**src/hw/pot_pkg.sv**
```systemverilog
// constants, opcodes and states shared by the dual pot serial front end
// assumes a 100 MHz system clock sampling all pins
package pot_pkg;

    // ----------------------------------------
    // structure
    // ----------------------------------------
    localparam int POTS = 2;
    localparam int WIPER_W = 8;
    localparam int TAPS = 256;
    localparam int SET_WORDS = 4;
    localparam int SEL_W = 2;
    localparam int STRAP_W = 4;

    // ----------------------------------------
    // byte layouts
    // ----------------------------------------
    localparam int ID_TYPE_LSB = 4;
    localparam int INS_OP_LSB = 4;
    localparam int INS_SEL_LSB = 2;
    localparam int INS_POT_BIT = 0;
    localparam logic [2:0] LAST_BIT = 3'h7;
    // device type code; value is arbitrary
    localparam logic [3:0] TYPE_CODE = 4'h6;

    // ----------------------------------------
    // opcodes
    // ----------------------------------------
    localparam logic [3:0] OP_RD_WIPER = 4'h9;
    localparam logic [3:0] OP_WR_WIPER = 4'ha;
    localparam logic [3:0] OP_RD_SET = 4'hb;
    localparam logic [3:0] OP_WR_SET = 4'hc;
    localparam logic [3:0] OP_SET_TO_WIPER = 4'hd;
    localparam logic [3:0] OP_WIPER_TO_SET = 4'he;
    localparam logic [3:0] OP_GLB_SET_TO_WIPER = 4'h1;
    localparam logic [3:0] OP_GLB_WIPER_TO_SET = 4'h8;
    localparam logic [3:0] OP_INCDEC = 4'h2;
    localparam logic [3:0] OP_RD_STATUS = 4'h5;

    // ----------------------------------------
    // values and timing
    // ----------------------------------------
    localparam logic [7:0] WIPER_MIN = 8'h00;
    localparam logic [7:0] WIPER_MAX = 8'hff;
    localparam logic [7:0] SET_INIT = 8'h80;
    localparam int CLK_PERIOD_NS = 10;
    localparam int NV_WRITE_NS = 10_000_000;
    localparam int NV_WRITE_CYCLES = NV_WRITE_NS / CLK_PERIOD_NS;

    // ----------------------------------------
    // pins: {sck, cs_n, hold_n, wp_n, si, strap[3:0]}
    // ----------------------------------------
    localparam int PIN_W = 9;
    localparam int PIN_SCK = 8;
    localparam int PIN_CS = 7;
    localparam int PIN_HOLD = 6;
    localparam int PIN_WP = 5;
    localparam int PIN_SI = 4;
    // select resets low so a select held low through reset never looks like a fall
    localparam logic [8:0] PIN_RST = 9'h060;

    typedef enum logic [2:0] {ST_ID, ST_INSTR, ST_DATA, ST_INCDEC, ST_IGNORE} link_state_t;

endpackage

```
**src/hw/setting_store.sv**
```systemverilog
// four-word nonvolatile setting store of one pot
// assumes a synchronous write port and a registered read
`timescale 1ns/1ps
module setting_store #(
    parameter int WIDTH = pot_pkg::WIPER_W,
    parameter int DEPTH = pot_pkg::SET_WORDS,
    parameter logic [7:0] INIT = pot_pkg::SET_INIT
) (
    input wire logic i_clock,
    input wire logic i_rst_n,
    input wire logic i_we,
    input wire logic [$clog2(DEPTH)-1:0] i_waddr,
    input wire logic [WIDTH-1:0] i_wdata,
    input wire logic [$clog2(DEPTH)-1:0] i_raddr,
    output logic [WIDTH-1:0] o_rdata
);

    logic [WIDTH-1:0] mem [DEPTH];

    if (WIDTH > 8 || DEPTH < 2) begin : g_bad
        $error("setting_store: unsupported size");
    end

    // reset stands in for the contents present at power-up
    always_ff @(posedge i_clock or negedge i_rst_n) begin
        if (!i_rst_n) begin
            for (int i = 0; i < DEPTH; i++) begin
                mem[i] <= INIT[WIDTH-1:0];
            end
        end else if (i_we) begin
            mem[i_waddr] <= i_wdata;
        end
    end

    always_ff @(posedge i_clock or negedge i_rst_n) begin
        if (!i_rst_n) begin
            o_rdata <= '0;
        end else begin
            o_rdata <= mem[i_raddr];
        end
    end

endmodule

```
**src/hw/tap_decoder.sv**
```systemverilog
// one-hot tap switch decode of one wiper position
// assumes the wiper value is on the same clock
`timescale 1ns/1ps
module tap_decoder #(
    parameter int TAPS = pot_pkg::TAPS
) (
    input wire logic i_clock,
    input wire logic i_rst_n,
    input wire logic [$clog2(TAPS)-1:0] i_wiper,
    output logic [TAPS-1:0] o_sel
);

    localparam int SEL_W = $clog2(TAPS);

    if (TAPS < 2) begin : g_bad
        $error("tap_decoder: too few taps");
    end

    // all switches open in reset, exactly one closed afterwards
    for (genvar t = 0; t < TAPS; t++) begin : g_tap
        always_ff @(posedge i_clock or negedge i_rst_n) begin
            if (!i_rst_n) begin
                o_sel[t] <= 1'b0;
            end else begin
                o_sel[t] <= (i_wiper == SEL_W'(t));
            end
        end
    end
endmodule

```
**src/hw/dual_pot_serial_wiper_ctrl.sv**
```systemverilog
// serial slave front end and wiper logic of a dual digital potentiometer
// assumes asynchronous serial pins, sampled by the 100 MHz i_clock
`timescale 1ns/1ps
module dual_pot_serial_wiper_ctrl #(
    parameter int NV_WRITE_CYCLES = pot_pkg::NV_WRITE_CYCLES
) (
    input wire logic i_clock,
    input wire logic i_rstn,
    input wire logic i_sck,
    input wire logic i_cs_n,
    input wire logic i_hold_n,
    input wire logic i_wp_n,
    input wire logic i_si,
    input wire logic [pot_pkg::STRAP_W-1:0] i_addr_strap_pins,
    output logic o_so,
    output logic o_so_oe_n,
    output logic [pot_pkg::TAPS-1:0] o_tap_sel_0,
    output logic [pot_pkg::TAPS-1:0] o_tap_sel_1,
    output logic o_write_busy,
    output logic o_standby
);

    localparam int CNT_W = $clog2(NV_WRITE_CYCLES + 1);
    localparam int POTS = pot_pkg::POTS;

    // busy_follows_a needs at least three busy cycles
    if (NV_WRITE_CYCLES < 3 || POTS != 2) begin : g_bad
        $error("dual_pot_serial_wiper_ctrl: unsupported parameters");
    end

    // ----------------------------------------
    // reset release and pin synchronisers
    // ----------------------------------------
    logic rst_meta;
    logic rst_n;
    logic [pot_pkg::PIN_W-1:0] pin_meta;
    logic [pot_pkg::PIN_W-1:0] pin_sync;
    logic sck_q;
    logic cs_q;

    always_ff @(posedge i_clock or negedge i_rstn) begin
        if (!i_rstn) begin
            rst_meta <= 1'b0;
            rst_n <= 1'b0;
        end else begin
            rst_meta <= 1'b1;
            rst_n <= rst_meta;
        end
    end

    always_ff @(posedge i_clock or negedge rst_n) begin
        if (!rst_n) begin
            pin_meta <= pot_pkg::PIN_RST;
            pin_sync <= pot_pkg::PIN_RST;
            sck_q <= 1'b0;
            cs_q <= 1'b0; // same as the synchroniser's reset level: no false fall
        end else begin
            pin_meta <= {i_sck, i_cs_n, i_hold_n, i_wp_n, i_si, i_addr_strap_pins};
            pin_sync <= pin_meta;
            sck_q <= pin_sync[pot_pkg::PIN_SCK];
            cs_q <= pin_sync[pot_pkg::PIN_CS];
        end
    end

    logic sck_s;
    logic cs_n_s;
    logic hold_n_s;
    logic wp_n_s;
    logic si_s;
    logic [pot_pkg::STRAP_W-1:0] strap_s;
    assign sck_s = pin_sync[pot_pkg::PIN_SCK];
    assign cs_n_s = pin_sync[pot_pkg::PIN_CS];
    assign hold_n_s = pin_sync[pot_pkg::PIN_HOLD];
    assign wp_n_s = pin_sync[pot_pkg::PIN_WP];
    assign si_s = pin_sync[pot_pkg::PIN_SI];
    assign strap_s = pin_sync[pot_pkg::STRAP_W-1:0];

    // ----------------------------------------
    // select, arm and pause
    // ----------------------------------------
    logic armed;
    logic paused;
    logic cs_fall;
    logic rise;
    logic fall;
    logic go;

    assign cs_fall = cs_q & ~cs_n_s;
    assign rise = sck_s & ~sck_q;
    assign fall = ~sck_s & sck_q;
    assign go = rise & ~cs_n_s & armed & ~paused;

    always_ff @(posedge i_clock or negedge rst_n) begin
        if (!rst_n) begin
            armed <= 1'b0;
        end else if (cs_fall) begin
            armed <= 1'b1;
        end
    end

    // hold is only looked at while the serial clock is low
    always_ff @(posedge i_clock or negedge rst_n) begin
        if (!rst_n) begin
            paused <= 1'b0;
        end else if (cs_n_s) begin
            paused <= 1'b0;
        end else if (!sck_s) begin
            paused <= ~hold_n_s;
        end
    end

    // ----------------------------------------
    // byte engine
    // ----------------------------------------
    pot_pkg::link_state_t state;
    logic [2:0] bit_cnt;
    logic [7:0] sr;
    logic [7:0] instr;
    logic [7:0] next_sr;
    logic byte_done;
    logic id_ok;
    logic instr_done;
    logic data_done;
    logic [3:0] op;
    logic [3:0] new_op;
    logic ipot;
    logic new_pot;

    assign next_sr = {sr[6:0], si_s};
    assign byte_done = go && bit_cnt == pot_pkg::LAST_BIT;
    assign id_ok = next_sr[pot_pkg::ID_TYPE_LSB +: 4] == pot_pkg::TYPE_CODE
        && next_sr[pot_pkg::STRAP_W-1:0] == strap_s;
    assign instr_done = byte_done && state == pot_pkg::ST_INSTR;
    assign data_done = byte_done && state == pot_pkg::ST_DATA;
    assign op = instr[pot_pkg::INS_OP_LSB +: 4];
    assign new_op = next_sr[pot_pkg::INS_OP_LSB +: 4];
    assign ipot = instr[pot_pkg::INS_POT_BIT];
    assign new_pot = next_sr[pot_pkg::INS_POT_BIT];

    always_ff @(posedge i_clock or negedge rst_n) begin
        if (!rst_n) begin
            sr <= 8'h00;
        end else if (go) begin
            sr <= next_sr;
        end
    end

    always_ff @(posedge i_clock or negedge rst_n) begin
        if (!rst_n) begin
            instr <= 8'h00;
        end else if (instr_done) begin
            instr <= next_sr;
        end
    end

    always_ff @(posedge i_clock or negedge rst_n) begin
        if (!rst_n) begin
            bit_cnt <= 3'h0;
        end else if (cs_n_s) begin
            bit_cnt <= 3'h0;
        end else if (go) begin
            bit_cnt <= bit_cnt + 3'h1;
        end
    end

    always_ff @(posedge i_clock or negedge rst_n) begin
        if (!rst_n) begin
            state <= pot_pkg::ST_ID;
        end else if (cs_n_s) begin
            state <= pot_pkg::ST_ID;
        end else if (byte_done) begin
            unique case (state)
                pot_pkg::ST_ID: begin
                    state <= id_ok ? pot_pkg::ST_INSTR : pot_pkg::ST_IGNORE;
                end
                pot_pkg::ST_INSTR: begin
                    unique case (new_op)
                        pot_pkg::OP_RD_WIPER, pot_pkg::OP_WR_WIPER, pot_pkg::OP_RD_SET,
                        pot_pkg::OP_WR_SET, pot_pkg::OP_RD_STATUS: begin
                            state <= pot_pkg::ST_DATA;
                        end
                        pot_pkg::OP_INCDEC: begin
                            state <= pot_pkg::ST_INCDEC;
                        end
                        default: begin
                            state <= pot_pkg::ST_IGNORE;
                        end
                    endcase
                end
                pot_pkg::ST_DATA: begin
                    state <= pot_pkg::ST_IGNORE;
                end
                pot_pkg::ST_INCDEC, pot_pkg::ST_IGNORE: begin
                    state <= state;
                end
            endcase
        end
    end

    // ----------------------------------------
    // setting writes and busy timer
    // ----------------------------------------
    logic [POTS-1:0] nv_we;
    logic [pot_pkg::SEL_W-1:0] wsel;
    logic [pot_pkg::SEL_W-1:0] rd_sel;
    logic [CNT_W-1:0] busy_cnt;
    logic busy;

    assign wsel = data_done ? instr[pot_pkg::INS_SEL_LSB +: 2] : next_sr[pot_pkg::INS_SEL_LSB +: 2];

    always_ff @(posedge i_clock or negedge rst_n) begin
        if (!rst_n) begin
            busy_cnt <= '0;
            busy <= 1'b0;
        end else if (|nv_we) begin
            busy_cnt <= CNT_W'(NV_WRITE_CYCLES);
            busy <= 1'b1;
        end else if (busy_cnt != '0) begin
            busy_cnt <= busy_cnt - 1'b1;
            busy <= busy_cnt != CNT_W'(1);
        end
    end

    // reset reads word zero so both wipers take their power-on setting
    always_ff @(posedge i_clock or negedge rst_n) begin
        if (!rst_n) begin
            rd_sel <= '0;
        end else if (instr_done) begin
            rd_sel <= next_sr[pot_pkg::INS_SEL_LSB +: 2];
        end
    end

    // ----------------------------------------
    // wiper loads from the setting store
    // ----------------------------------------
    // two stages: store read address, then registered read data
    logic [1:0] load_pend;
    logic [POTS-1:0] load_mask;
    logic load_req;

    assign load_req = instr_done
        && (new_op == pot_pkg::OP_SET_TO_WIPER || new_op == pot_pkg::OP_GLB_SET_TO_WIPER);

    always_ff @(posedge i_clock or negedge rst_n) begin
        if (!rst_n) begin
            load_pend <= 2'b01;
            load_mask <= '1;
        end else begin
            load_pend <= {load_pend[0], load_req};
            if (load_req) begin
                load_mask[0] <= new_op == pot_pkg::OP_GLB_SET_TO_WIPER || !new_pot;
                load_mask[1] <= new_op == pot_pkg::OP_GLB_SET_TO_WIPER || new_pot;
            end
        end
    end

    // ----------------------------------------
    // per pot: store, wiper, tap decode
    // ----------------------------------------
    logic [7:0] wiper [POTS];
    logic [7:0] rdata [POTS];
    logic [pot_pkg::TAPS-1:0] tap_sel [POTS];

    for (genvar p = 0; p < POTS; p++) begin : g_pot
        logic own;
        assign own = ipot == 1'(p);

        assign nv_we[p] = wp_n_s && !busy && (
            (data_done && op == pot_pkg::OP_WR_SET && own)
            || (instr_done && new_op == pot_pkg::OP_WIPER_TO_SET && new_pot == 1'(p))
            || (instr_done && new_op == pot_pkg::OP_GLB_WIPER_TO_SET));

        setting_store u_store (
            .i_clock(i_clock),
            .i_rst_n(rst_n),
            .i_we(nv_we[p]),
            .i_waddr(wsel),
            .i_wdata(data_done ? next_sr : wiper[p]),
            .i_raddr(rd_sel),
            .o_rdata(rdata[p])
        );

        always_ff @(posedge i_clock or negedge rst_n) begin
            if (!rst_n) begin
                wiper[p] <= pot_pkg::WIPER_MIN;
            end else if (load_pend[1] && load_mask[p]) begin
                wiper[p] <= rdata[p];
            end else if (data_done && op == pot_pkg::OP_WR_WIPER && own) begin
                wiper[p] <= next_sr;
            end else if (go && state == pot_pkg::ST_INCDEC && own) begin
                // steps stop at the ends instead of wrapping round
                if (si_s && wiper[p] != pot_pkg::WIPER_MAX) begin
                    wiper[p] <= wiper[p] + 8'h01;
                end else if (!si_s && wiper[p] != pot_pkg::WIPER_MIN) begin
                    wiper[p] <= wiper[p] - 8'h01;
                end
            end
        end

        tap_decoder u_taps (
            .i_clock(i_clock),
            .i_rst_n(rst_n),
            .i_wiper(wiper[p]),
            .o_sel(tap_sel[p])
        );
    end

    assign o_tap_sel_0 = tap_sel[0];
    assign o_tap_sel_1 = tap_sel[1];
    assign o_write_busy = busy;

    // ----------------------------------------
    // serial output and standby
    // ----------------------------------------
    logic [7:0] read_word;
    logic reading;

    always_comb begin
        unique case (op)
            pot_pkg::OP_RD_WIPER: read_word = wiper[ipot];
            pot_pkg::OP_RD_SET: read_word = rdata[ipot];
            pot_pkg::OP_RD_STATUS: read_word = {7'h00, busy};
            default: read_word = 8'h00;
        endcase
    end

    assign reading = !cs_n_s && !paused && state == pot_pkg::ST_DATA
        && (op == pot_pkg::OP_RD_WIPER || op == pot_pkg::OP_RD_SET
        || op == pot_pkg::OP_RD_STATUS);
    assign o_so_oe_n = ~reading;

    always_ff @(posedge i_clock or negedge rst_n) begin
        if (!rst_n) begin
            o_so <= 1'b0;
        end else if (fall && reading) begin
            o_so <= read_word[pot_pkg::LAST_BIT - bit_cnt];
        end
    end

    always_ff @(posedge i_clock or negedge rst_n) begin
        if (!rst_n) begin
            o_standby <= 1'b0;
        end else begin
            o_standby <= cs_n_s && !busy;
        end
    end
endmodule

```
**config.mk**
```make
export PLATFORM = sky130hd
export DESIGN_NAME = dual_pot_serial_wiper_ctrl
export DESIGN_NICKNAME = d
export VERILOG_FILES = /design/src/hw/pot_pkg.sv /design/src/hw/setting_store.sv /design/src/hw/tap_decoder.sv /design/src/hw/dual_pot_serial_wiper_ctrl.sv
export SDC_FILE = /design/constraint.sdc
export NUM_CORES = 1
export LEC_CHECK = 0
export ABC_AREA = 0
export BUFFER_PORTS_ARGS = -buffer_cell sky130_fd_sc_hd__buf_4
export CAP_MARGIN = 20
export CORE_ASPECT_RATIO = 1.2
export CORE_MARGIN = 4
export CORE_UTILIZATION = 39
export DETAILED_ROUTE_END_ITERATION = 10
export SYNTH_ARGS = -nofsm -noshare
export SYNTH_HDL_FRONTEND = slang
export SYNTH_HIERARCHICAL = 1
export SYNTH_SLANG_ARGS = --single-unit
```
**constraint.sdc**
```tcl
create_clock -name i_clock -period 28.6 [get_ports i_clock]
set_input_delay 5.72 -clock i_clock [delete_from_list [all_inputs] [get_ports i_clock]]
set_output_delay 5.72 -clock i_clock [all_outputs]
set_load 0.05 [all_outputs]
```
# ---- Word level (Yosys, flattened, before mapping)
# Index checks and enable logic that the tools add are counted.
dict set report word_totals {
  regBits 682
  latchBits 0
  mem_bits_rw 0
  mem_bits_ro 0
  inputBits 11
  output_inout_bits 516
  elab_cells 1219
  mem_count 0
}
dict set report classes {
  n_addsub 7
  n_mul 0
  div 0
  order_cmp 5
  eq_ne 537
  shift 0
  mux 45
  bitwise 17
  reduce_logical 65
}
# cell n
set op_table {}
lappend op_table {{$eq A8 B8 Y1 const B} 256}
lappend op_table {{$eq A8 B7 Y1 const B} 128}
lappend op_table {{$eq A8 B6 Y1 const B} 64}
lappend op_table {{$eq A8 B5 Y1 const B} 32}
lappend op_table {{$mux W8} 23}
lappend op_table {{$eq A8 B4 Y1 const B} 16}
lappend op_table {{$bwmux W32} 2}
lappend op_table {{$eq A8 B3 Y1 const B} 8}
lappend op_table {{$eq A4 B4 Y1 const B} 11}
lappend op_table {{$mux W20} 2}
lappend op_table {{$logic_and A1 B1 Y1} 33}
lappend op_table {{$bmux W8 S2} 2}
lappend op_table {{$eq A8 B2 Y1 const B} 4}
lappend op_table {{$pmux W8 S3} 1}
lappend op_table {{$ne A20 B1 Y1 const B} 1}
lappend op_table {{$reduce_bool A20 Y1} 1}
lappend op_table {{$sub A20 B1 Y20 const B} 1}
lappend op_table {{$add A8 B1 Y8 const B} 2}
lappend op_table {{$demux W8 S2} 1}
lappend op_table {{$eq A8 B1 Y1 const B} 2}
lappend op_table {{$logic_not A8 Y1} 2}
lappend op_table {{$ne A8 B8 Y1 const B} 2}
lappend op_table {{$reduce_bool A8 Y1} 2}
lappend op_table {{$sub A8 B1 Y8 const B} 2}
lappend op_table {{33 further kinds} 78}

# ---- Depth between registers and ports, before layout
# Gate-level depths: netlist (run 1).
dict set report logic_depth {
  ltp_word 14
  depth_mapped 11
  depth_no_buf 11
}

# ---- Cells and area by module
# Netlist (run 1), hierarchy kept.
# module instances cells_each area_per_inst_um2 seq_area_each_um2
set modules_own_cells {}
lappend modules_own_cells {tap_decoder 2 606 8022.7 6406.1}
lappend modules_own_cells {dual_pot_serial_wiper_ctrl 1 520 5197.5 2185.8}
lappend modules_own_cells {setting_store 2 86 1606.5 1006.0}

# ---- Least setup slack after synthesis (run 1)
# No wires, ideal clock.
dict set report synth_path {
  path_kind {register to output}
  start {register instr[5]}
  end {output o_so_oe_n}
  arrival_time_ps 1660
  t_required_ps 22880
  slack_ps 21220
  stages_incl_launch_ff 4
  path_buffers 1
  cell_sequence {dfrtp_1 buf_2 nor3b_1 o2111ai_1}
}
dict set report synth_between {
  elab_chain_cells 5
  elab_cells_between_ends 7
  cone_classes {3 x eq/ne; 1 x bitwise; 3 x reduce/logical}
}
# element line
set synth_rtl {}
lappend synth_rtl {{start: declaration} dual_pot_serial_wiper_ctrl.sv:118} ;# logic [7:0] instr;
lappend synth_rtl {{start signal: assignment} dual_pot_serial_wiper_ctrl.sv:152} ;# instr <= next_sr;
lappend synth_rtl {{$eq A4 B4 Y1} dual_pot_serial_wiper_ctrl.sv:328} ;# && (op == pot_pkg::OP_RD_WIPER || op == pot_pkg::OP_RD_SET
lappend synth_rtl {{$logic_or A1 B1 Y1} dual_pot_serial_wiper_ctrl.sv:328}
lappend synth_rtl {{$logic_or A1 B1 Y1 (*)} dual_pot_serial_wiper_ctrl.sv:329} ;# || op == pot_pkg::OP_RD_STATUS);
lappend synth_rtl {{$logic_and A1 B1 Y1 (*)} dual_pot_serial_wiper_ctrl.sv:328}
lappend synth_rtl {{$not A1 Y1 (*)} dual_pot_serial_wiper_ctrl.sv:330} ;# assign o_so_oe_n = ~reading;
lappend synth_rtl {{end: declaration} dual_pot_serial_wiper_ctrl.sv:16} ;# output logic o_so_oe_n,
# Every way passes the cells marked *; elsewhere a longest branch is shown, timed or not.

# ---- Worst setup path in the final report (run 1)
# Ends and elaborated chain as after synthesis.

==> flow_metrics.env, run 1 <==
export IMPL_die_area_mm2=0.06679
export IMPL_wl_mm=78.45
export IMPL_die_w_um=236.6
export IMPL_synthCells=1904
export IMPL_vias_per_cell=5.105
export IMPL_fin_worst_skew_ps=16.83
export IMPL_power_leakage_nw=15.64
export IMPL_final_cells=3236
export IMPL_hold_buffers=0
export IMPL_yosysSeqAreaShare=0.6955
export IMPL_min_from="pin_meta[3]$_DFF_PN0_"
export IMPL_cts_setup_buffers=0
export IMPL_antenna_cells=0
export IMPL_pwr_share_seq=0.500
export IMPL_hold_depth=0
export IMPL_grt_overflow=0
export IMPL_ys_seq_elements=679
export IMPL_min_to="pin_sync[3]$_DFF_PN0_"
export IMPL_place_hpwl_mm=54.82
export IMPL_cp_end_kind="primary output"
export IMPL_yosysWarnings=6
export IMPL_die_h_um=282.3
export IMPL_detailedPlace_worstSlack_ps=21290
export IMPL_yosysMostFrequentCell="dfrtp_1"
export IMPL_startpoint_type="register"
export IMPL_grt_usage=0.2276
export IMPL_drt_initial_drc_count=1070
export IMPL_cap_viol_max_count=0
export IMPL_yosys_most_used_dff="dfrtp_1"
export IMPL_num_rows=100
export IMPL_p_int_mw=1.542
export IMPL_hold_class="register to register"
export IMPL_layout_min_cycle_time_ps=7891
export IMPL_htreeDepth=3
export IMPL_drv_slew=0
export IMPL_numCtsBuffers=70
export IMPL_netlist_top_cells_area="dfrtp_1 68%, nor2_1 8.4%, mux2_2 4.1%, mux4_2 2.1%, dfstp_2 1.6%"
export IMPL_clk_path_buf_depth=3
export IMPL_syn_area_mm2=0.02446
export IMPL_synth_cell_types=67
export IMPL_drcViolationCount=0
export IMPL_clockRootBuffer="clkbuf_16"
export IMPL_rr_endpoint="g_pot[1].u_store/mem[28]$_DFFE_PN0P_"
export IMPL_vdd_drop_max_uv=38.93
export IMPL_multi_input_area_mm2=0.006616
export IMPL_tightest_slew_ps=1173
export IMPL_setup_ws_ps=20710
export IMPL_power_switching_mw=0.4322
export IMPL_antenna_left=0
export IMPL_grt_pass1_vias=16716
export IMPL_synth_top_area_frac=0.6794
export IMPL_io_pins=527
export IMPL_pwr_share_comb=0.024
export IMPL_fill_cells=5404
export IMPL_cp_required_ps=22880
export IMPL_hold_viol=0
export IMPL_grt_pass1_wl_mm=114.6
export IMPL_clkSinkCount=679
export IMPL_synth_edff_count=0
export IMPL_cts_tree="done"
export IMPL_syn_nets=1935
export IMPL_yosys_area_top_type="dfrtp_1"
export IMPL_reg2reg_depth=6
export IMPL_syn_to_final_growth_pct=27.71
export IMPL_insertion_delay_ps=600
export IMPL_placed_cells=3114
export IMPL_reg2reg_from="pin_sync[7]$_DFF_PN0_"
export IMPL_vias=16519
export IMPL_rsz0062_at_grt="false"
export IMPL_fin_nets=2403
export IMPL_cts_resized=0
export IMPL_setup_violations=0
export IMPL_syn_area_per_cell_um2=12.84
export IMPL_firstDrtPassIters=5
export IMPL_clockPowerShare=0.476
export IMPL_slew_headroom=0.2137
export IMPL_p_sw_frac=0.2190
export IMPL_ys_top_cells_by_count="664 x dfrtp_1, 550 x nor2_1, 90 x mux2_2"
export IMPL_clk_pin_slew_worst_paths_ps=60
export IMPL_place_gp_congestion=0.8354
export IMPL_powerDensity_mw_per_mm2=63.20
export IMPL_regArea_mm2=0.01701
export IMPL_cp_max_fo=13
export IMPL_initial_utilization=0.3941
export IMPL_wl_per_cell_um=24.24
export IMPL_coreArea_mm2=0.06206
export IMPL_crit_arrival_ps=2170
export IMPL_status="complete, no violations"
export IMPL_portBuffers=526
export IMPL_path_class="register to primary output"
export IMPL_grt_max_degree=82
export IMPL_clock_fmax_mhz=126.7
export IMPL_setup_tns_ps=0
export IMPL_min_period_over_period=0.2759
export IMPL_r2r_slack_ps=25040
export IMPL_ys_async_sr_fraction=1.000
export IMPL_drive_gt1_frac=0.3360
export IMPL_grt_antenna_before_repair=1
==> power by group through the flow <==
stage / registers (mW) / logic (mW) / clock network (mW)
final: 0.988 / 0.0469 / 0.939
after global routing: 0.988 / 0.0532 / 1.00
after CTS: 0.988 / 0.0478 / 0.961
after detailed placement: 1.01 / 0.0475 / 0
after global placement: 1.01 / 0.0457 / 0
after floorplan: 1.00 / 0.0308 / 0
==> layer usage <==
| metal | global-route usage | vias up | routed length, um | part of all wire |
|---|---|---|---|---|
| met5 | 0 | - | 0 | 0 |
| met4 | 0.1065 | 0 | 3819 | 0.049 |
| met3 | 0.05168 | 160 | 5116 | 0.065 |
| met2 | 0.3762 | 625 | 38820 | 0.49 |
| met1 | 0.2879 | 8531 | 30690 | 0.39 |
| li1 | - | 7203 | - | - |
==> critical path, cell delays in order, from the launching register on <==
cell       delay, ps
dfrtp_1          730
nor3b_1          160
o2111ai_1        410
buf_4            280
==> final cells by class <==
type / instances / share of cell area
clock inverters: 23 / 0.01170
clock buffers: 97 / 0.06454
flip-flops and latches: 679 / 0.5447
inverters: 12 / 0.001442
multi-input cells: 1060 / 0.2118
well taps: 816 / 0.03269
repair buffers: 549 / 0.1331
==> flip-flops by register name, summed over array words and instances, names as in the netlist, 2 cells and up <==
name	flops
load_mask	2
pin_sync	9
bit_cnt	3
g_pot.u_store/mem	64
g_pot.u_store/o_rdata	16
load_pend	2
busy_cnt	20
g_pot.u_taps/o_sel	512
wiper	16
state	3
instr	7
pin_meta	9
sr	7
==> cells in the final DEF, fill, tap and decap left out, drive strengths merged, types with 9 or more instances in the layout <==
cell / count
inv: 17
dfrtp: 664
nor2: 550
mux2: 91
nor3b: 9
nor3: 15
o21ai: 35
clkbuf: 97
nand4: 11
nand2: 45
a21oi: 28
mux2i: 12
nand3: 15
ha: 18
mux4: 23
xnor2: 25
dfstp: 15
or3: 12
buf: 549
xor2: 10
nand4bb: 24
nand4b: 16
or4b: 16
or4: 10
==> logic make-up after synthesis <==
| family | count (synthesis) | synth area share |
|---|---|---|
| compound gates | 116 | 0.03013 |
| xor+xnor | 35 | 0.01253 |
| fa+ha+maj | 20 | 0.01085 |
| buf+inv | 165 | 0.03392 |
| flops | 679 | 0.6955 |
| mux | 126 | 0.06815 |
| other cells | 1 | 0.0001533 |
| simple gates | 762 | 0.1487 |
==> worst max path at each step <==
stage                                    start                 to  cells after the start
after global placement    instr[5]$_DFFE_PN0P_          o_so_oe_n                      3
after global routing      instr[5]$_DFFE_PN0P_          o_so_oe_n                      3
final                     instr[5]$_DFFE_PN0P_          o_so_oe_n                      3
after floorplan                rst_n$_DFF_PN0_  armed$_DFFE_PN0P_                      0
after CTS                 instr[5]$_DFFE_PN0P_          o_so_oe_n                      3
after detailed placement  instr[5]$_DFFE_PN0P_          o_so_oe_n                      3
==> metrics by stage <==
step                power, mW  hold WS (ps)  utilization  cell area [um^2]
finish                  1.974         350.7       0.5033             31230
global placement        1.051         338.6       0.4639             28790
floorplan               1.033         331.2            -             24460
CTS                     1.997         356.5       0.5027             31190
detailed placement      1.053         336.3       0.4643             28810
global route            2.044         358.2       0.5033             31230
Power figures use the tool's default switching activity.
==> run 2: changes to the inputs <==
- clock period: 28.6 -> 6.9 ns (I/O delays scaled with it)
==> flow_metrics.env, run 2 (synthesis gave the netlist of run 1 again) <==
export IMPL_final_common_cell="dfrtp_1"
export IMPL_htreeDepth=3
export IMPL_setup_violations=0
export IMPL_cp_required_ps=5520
export IMPL_vdd_drop_max_uv=179.1
export IMPL_place_gp_congestion=0.8693
export IMPL_insertion_delay_ps=610
export IMPL_drcViolationCount=0
export IMPL_tightest_slew_ps=1059
export IMPL_hold_buffers=0
export IMPL_layout_min_cycle_time_ps=3515
export IMPL_path_class="register to primary output"
export IMPL_startpoint_type="register"
export IMPL_status="complete, no violations"
export IMPL_cap_viol_max_count=0
export IMPL_cp_end_kind="primary output"
export IMPL_hold_class="register to register"
export IMPL_place_hpwl_mm=55.75
export IMPL_die_h_um=282.3
export IMPL_antenna_left=0
export IMPL_syn_to_final_growth_pct=27.88
export IMPL_die_w_um=236.6
export IMPL_initial_utilization=0.3941
export IMPL_fin_nets=2408
export IMPL_powerDensity_mw_per_mm2=257.9
export IMPL_final_util=0.5040
export IMPL_setup_ws_ps=3385
export IMPL_cpPeakStageDelay_ps=730
export IMPL_cts_resized=0
export IMPL_drv_slew=0
export IMPL_wl_met2_mm=39.20
export IMPL_mostFrequentLayoutCells="663 x dfrtp_1, 550 x nor2_1, 548 x buf_4, 90 x mux2_2, 69 x clkbuf_16"
export IMPL_grt_max_degree=188
export IMPL_grt_usage=0.2275
export IMPL_dr_wl_met3_mm=5.267
export IMPL_p_int_mw=6.291
export IMPL_grt_overflow=0
export IMPL_wl_met1_mm=30.71
export IMPL_setup_tns_ps=0
export IMPL_min_period_over_period=0.5094
export IMPL_cts_setup_buffers=0
export IMPL_clock_fmax_mhz=284.5
export IMPL_rsz0062_at_grt="false"
export IMPL_cp_top_family="flip-flops"
export IMPL_grt_pass1_vias=16773
export IMPL_cp_max_fo=13
export IMPL_crit_arrival_ps=2130
export IMPL_power_switching_mw=1.774
export IMPL_crit_chain="nor3b_1, o2111ai_1, buf_4"
export IMPL_portBuffers=526
export IMPL_regMostFlops="g_pot.u_taps/o_sel"
export IMPL_dr_max_layer_used="met4"
export IMPL_firstDrtPassIters=6
export IMPL_vias_per_cell=5.090
export IMPL_detailedPlace_worstSlack_ps=3531
export IMPL_reg_top3="g_pot.u_taps/o_sel (512), g_pot.u_store/mem (64), busy_cnt (20)"
export IMPL_p_sw_frac=0.2200
export IMPL_fill_cells=5405
export IMPL_slowest_stage="dfrtp_1"
export IMPL_pwr_share_comb=0.024
export IMPL_hold_viol=0
export IMPL_io_pins=527
export IMPL_clockRootBuffer="clkbuf_16"
export IMPL_clkSinkCount=679
export IMPL_grt_antenna_before_repair=1
export IMPL_finalPower_mw=8.065
export IMPL_drive_gt1_frac=0.3396
export IMPL_clk_path_buf_depth=3
export IMPL_design_area_mm2=0.03128
export IMPL_path_buf_inv=1
export IMPL_power_leakage_nw=15.66
export IMPL_clk_pin_slew_worst_paths_ps=60
export IMPL_largest_reg_flops=512
export IMPL_cts_tree="done"
export IMPL_clockPowerShare=0.469
export IMPL_numCtsBuffers=68
export IMPL_slew_headroom=0.2903
export IMPL_coreArea_mm2=0.06206
export IMPL_fin_worst_skew_ps=23.72
export IMPL_placed_cell_area_mm2=0.02888
export IMPL_wl_per_cell_um=24.13
export IMPL_vias=16523
export IMPL_num_rows=100
export IMPL_die_area_mm2=0.06679
export IMPL_pwr_share_seq=0.507
export IMPL_wl_mm=78.32
export IMPL_grt_pass1_wl_mm=114.6
export IMPL_drt_initial_drc_count=1049
[run 2: worst register-to-register path: stages, from the launching register on]
cell	delay, ps
dfrtp_1	470
nor4b_4	420
nand3_1	480
or3b_2	670
nor2_1	350
nor3b_4	480
mux2_2	390
[run 2: cell type report]
cell class                 instances  area, um^2  area share
sequential                       679       17010      0.5440
clock inverter                    27       351.6     0.01124
antenna                            1       2.502  0.00008001
inverter                          12       45.04    0.001440
clock buffer                      95        1984     0.06345
timing repair buffer             556        4240      0.1356
tap                              816        1021     0.03265
multi-input combinational       1060        6616      0.2116
[run 2: stage by stage]
step,hold WS [ps],cells
floorplan,331.2,1904
global placement,336.9,3117
detailed placement,341.1,3119
CTS,351.4,3241
global route,358.7,3245
finish,349.5,3246
[run 2: power by group through the flow]
stage               Clock, mW  Sequential [mW]  Combinational [mW]
finish                   3.79             4.09               0.193
detailed placement          0             4.16               0.198
global route             4.05             4.09               0.222
CTS                      3.88             4.08               0.199
floorplan                   0             4.15               0.128
global placement            0             4.15               0.191
[run 2: final timing paths]
kind,from,endpoint,slack (ps),depth (start not counted)
setup / recovery,instr[5]$_DFFE_PN0P_,o_so_oe_n,3390,3
hold / removal,pin_meta[7]$_DFF_PN0_,pin_sync[7]$_DFF_PN0_,350,0
setup reg to reg,pin_sync[7]$_DFF_PN0_,g_pot[1].u_store/mem[28]$_DFFE_PN0P_,3540,6
hold reg to reg,pin_meta[7]$_DFF_PN0_,pin_sync[7]$_DFF_PN0_,350,0
max in group asynchronous,rst_n$_DFF_PN0_,g_pot[0].u_taps/o_sel[92]$_DFF_PN0_,4790,2
min in group asynchronous,rst_n$_DFF_PN0_,g_pot[0].u_taps/o_sel[152]$_DFF_PN0_,410,0
[run 2: layer usage]
metal | track usage | vias to the layer above
met4 | 0.08476 | 0
met1 | 0.2897 | 8535
met3 | 0.05207 | 136
li1 | - | 7207
met5 | 0 | -
met2 | 0.3843 | 645
==> run 3: changes to the inputs <==
- ABC_AREA: 0 -> 1
- clock period: 6.9 -> 3.2 ns (I/O delays scaled with it)
==> flow_metrics.env, run 3 <==
export IMPL_path_class="register to register"
export IMPL_setup_violations=0
export IMPL_startpoint_type="register"
export IMPL_cp_top_family="simple AND/OR/NAND/NOR gates"
export IMPL_syn_nets=2513
export IMPL_design_area_mm2=0.03214
export IMPL_grt_pass1_wl_mm=120.9
export IMPL_netlist_top_cells_area="dfrtp_1 66%, nor2_1 9.1%, nand2_1 7.5%, inv_1 2.9%, nand3_1 2.8%"
export IMPL_fin_nets=3044
export IMPL_firstDrtPassIters=6
export IMPL_place_hpwl_mm=59.80
export IMPL_drcViolationCount=0
export IMPL_powerDensity_mw_per_mm2=539.1
export IMPL_final_util=0.5056
export IMPL_syn_area_mm2=0.02513
export IMPL_insertion_delay_ps=610
export IMPL_grt_pass1_vias=19118
export IMPL_vias_per_cell=4.957
export IMPL_cap_viol_max_count=0
export IMPL_ys_top_cells_by_count="664 x dfrtp_1, 609 x nor2_1, 503 x nand2_1"
export IMPL_synth_cell_types=44
export IMPL_yosysSeqAreaShare=0.6768
export IMPL_hold_class="primary input to register"
export IMPL_mostFrequentLayoutCells="663 x dfrtp_1, 609 x nor2_1, 552 x buf_4, 503 x nand2_1, 192 x inv_1"
export IMPL_rsz0062_at_grt="false"
export IMPL_hold_worst_slack_ps=139.1
export IMPL_grt_antenna_before_repair=0
export IMPL_final_cells=3891
export IMPL_clock_fmax_mhz=351.1
export IMPL_cp_depth=12
export IMPL_clkSinkCount=679
export IMPL_largest_reg_flops=512
export IMPL_htreeDepth=3
export IMPL_die_h_um=286.1
export IMPL_yosysWarnings=6
export IMPL_wl_per_cell_um=21.00
export IMPL_path_buf_inv=2
export IMPL_setup_tns_ps=0
export IMPL_setup_ws_ps=352.2
export IMPL_syn_area_per_cell_um2=10.13
export IMPL_cts_tree="done"
export IMPL_drt_initial_drc_count=1388
export IMPL_synthCells=2482
export IMPL_crit_arrival_ps=3330
export IMPL_hold_buffers=1
export IMPL_drv_slew=0
export IMPL_placed_cells=3764
export IMPL_vdd_drop_max_uv=344.3
export IMPL_cp_end_kind="register"
export IMPL_fin_worst_skew_ps=24.35
export IMPL_wl_mm=81.70
export IMPL_pwr_share_comb=0.035
export IMPL_placed_cell_area_mm2=0.02984
export IMPL_yosysMostFrequentCell="dfrtp_1"
export IMPL_clockPowerShare=0.463
export IMPL_grt_max_degree=82
export IMPL_synth_top_area_frac=0.6611
export IMPL_hold_viol=0
export IMPL_die_w_um=239.7
export IMPL_cts_setup_buffers=0
export IMPL_numCtsBuffers=70
export IMPL_hold_depth=1
export IMPL_yosys_most_used_dff="dfrtp_1"
export IMPL_slew_headroom=0.2518
export IMPL_status="complete, no violations"
export IMPL_grt_usage=0.2322
export IMPL_synth_edff_count=0
export IMPL_cp_max_fo=28
export IMPL_syn_to_final_growth_pct=27.87
export IMPL_yosys_area_top_type="dfrtp_1"
export IMPL_p_int_mw=13.38
export IMPL_die_area_mm2=0.06859
export IMPL_regMostFlops="g_pot.u_taps/o_sel"
export IMPL_final_common_cell="dfrtp_1"
export IMPL_finalPower_mw=17.32
export IMPL_coreArea_mm2=0.06356
export IMPL_reg2reg_depth=12
export IMPL_cp_required_ps=3680
export IMPL_reg_top3="g_pot.u_taps/o_sel (512), g_pot.u_store/mem (64), busy_cnt (20)"
export IMPL_antenna_left=0
export IMPL_cts_resized=0
export IMPL_portBuffers=526
export IMPL_grt_overflow=0
export IMPL_crit_chain="ha_1, ha_1, nand4_2, nor2_2, nand4_1, nand2_1, nand2_2, inv_1, buf_4, nand3_4, nand2_1, o21ai_2"
export IMPL_ys_async_sr_fraction=1.000
export IMPL_p_sw_frac=0.2276
export IMPL_detailedPlace_worstSlack_ps=358.7
export IMPL_slowest_stage="dfrtp_1"
export IMPL_power_switching_mw=3.942
export IMPL_clk_path_buf_depth=3
export IMPL_min_period_over_period=0.8899
export IMPL_drive_gt1_frac=0.2468
export IMPL_place_gp_congestion=0.9075
export IMPL_antenna_cells=0
export IMPL_power_leakage_nw=16.79
export IMPL_tightest_slew_ps=1122
export IMPL_clockRootBuffer="clkbuf_16"
export IMPL_clk_pin_slew_worst_paths_ps=60
export IMPL_vias=19288
export IMPL_initial_utilization=0.3954
export IMPL_num_rows=101
export IMPL_cpPeakStageDelay_ps=430
export IMPL_layout_min_cycle_time_ps=2848
export IMPL_ys_seq_elements=679
export IMPL_io_pins=527
export IMPL_pwr_share_seq=0.502
==> run 3: cell families after synthesis <==
family                   Yosys count  share of synthesized area
AND/OR/NAND/NOR                 1362                     0.2269
flip-flops                       679                     0.6768
buffers and inverters            305                    0.05571
AO/OA/AOI/OAI                     90                    0.02121
XOR/XNOR                          25                   0.008712
adder cells (fa/ha/maj)           20                    0.01055
other                              1                  0.0001492
==> run 3: worst reg2reg max path, cell delays in order, from the launching register on <==
cell and delay, ps:
dfrtp_1 430, ha_1 190, ha_1 200, nand4_2 160, nor2_2 380, nand4_1 150
nand2_1 120, nand2_2 140, inv_1 100, buf_4 330, nand3_4 290, nand2_1 180
o21ai_2 60
==> run 3: worst paths after layout <==
check / from / endpoint / slack, ps
max: bit_cnt[0]$_DFFE_PN0P_ / g_pot[1].u_store/mem[1]$_DFFE_PN0P_ / 350
min: i_cs_n / pin_meta[7]$_DFF_PN0_ / 140
max reg2reg: bit_cnt[0]$_DFFE_PN0P_ / g_pot[1].u_store/mem[1]$_DFFE_PN0P_ / 350
min reg2reg: pin_meta[8]$_DFF_PN0_ / pin_sync[8]$_DFF_PN0_ / 350
max in group asynchronous: rst_n$_DFF_PN0_ / g_pot[1].u_taps/o_sel[15]$_DFF_PN0_ / 1700
min in group asynchronous: i_rstn / rst_meta$_DFF_PN0_ / 360
==> run 3: cell type report <==
class / count / area [um^2]
inverters: 203 / 762.0
clock buffers: 96 / 1959
repair buffers: 561 / 4314
fillers: 5723 / 31430
clock inverters: 30 / 326.6
flip-flops and latches: 679 / 17010
multi-input cells: 1498 / 6730
well taps: 824 / 1031
==> run 3: power by group through the flow <==
stage	sequential (mW)	clock (mW)	combinational [mW]
after floorplan	8.93	0	0.328
after global placement	8.85	0	0.599
after detailed placement	8.85	0	0.614
after CTS	8.69	8.18	0.618
after global routing	8.69	8.56	0.687
final	8.70	8.02	0.609
==> run 3: metal layers <==
| layer | global-route usage | share of wire |
|---|---|---|
| met5 | 0 | 0 |
| met4 | 0.09101 | 0.043 |
| met3 | 0.03645 | 0.058 |
| met2 | 0.4079 | 0.51 |
| met1 | 0.2875 | 0.39 |
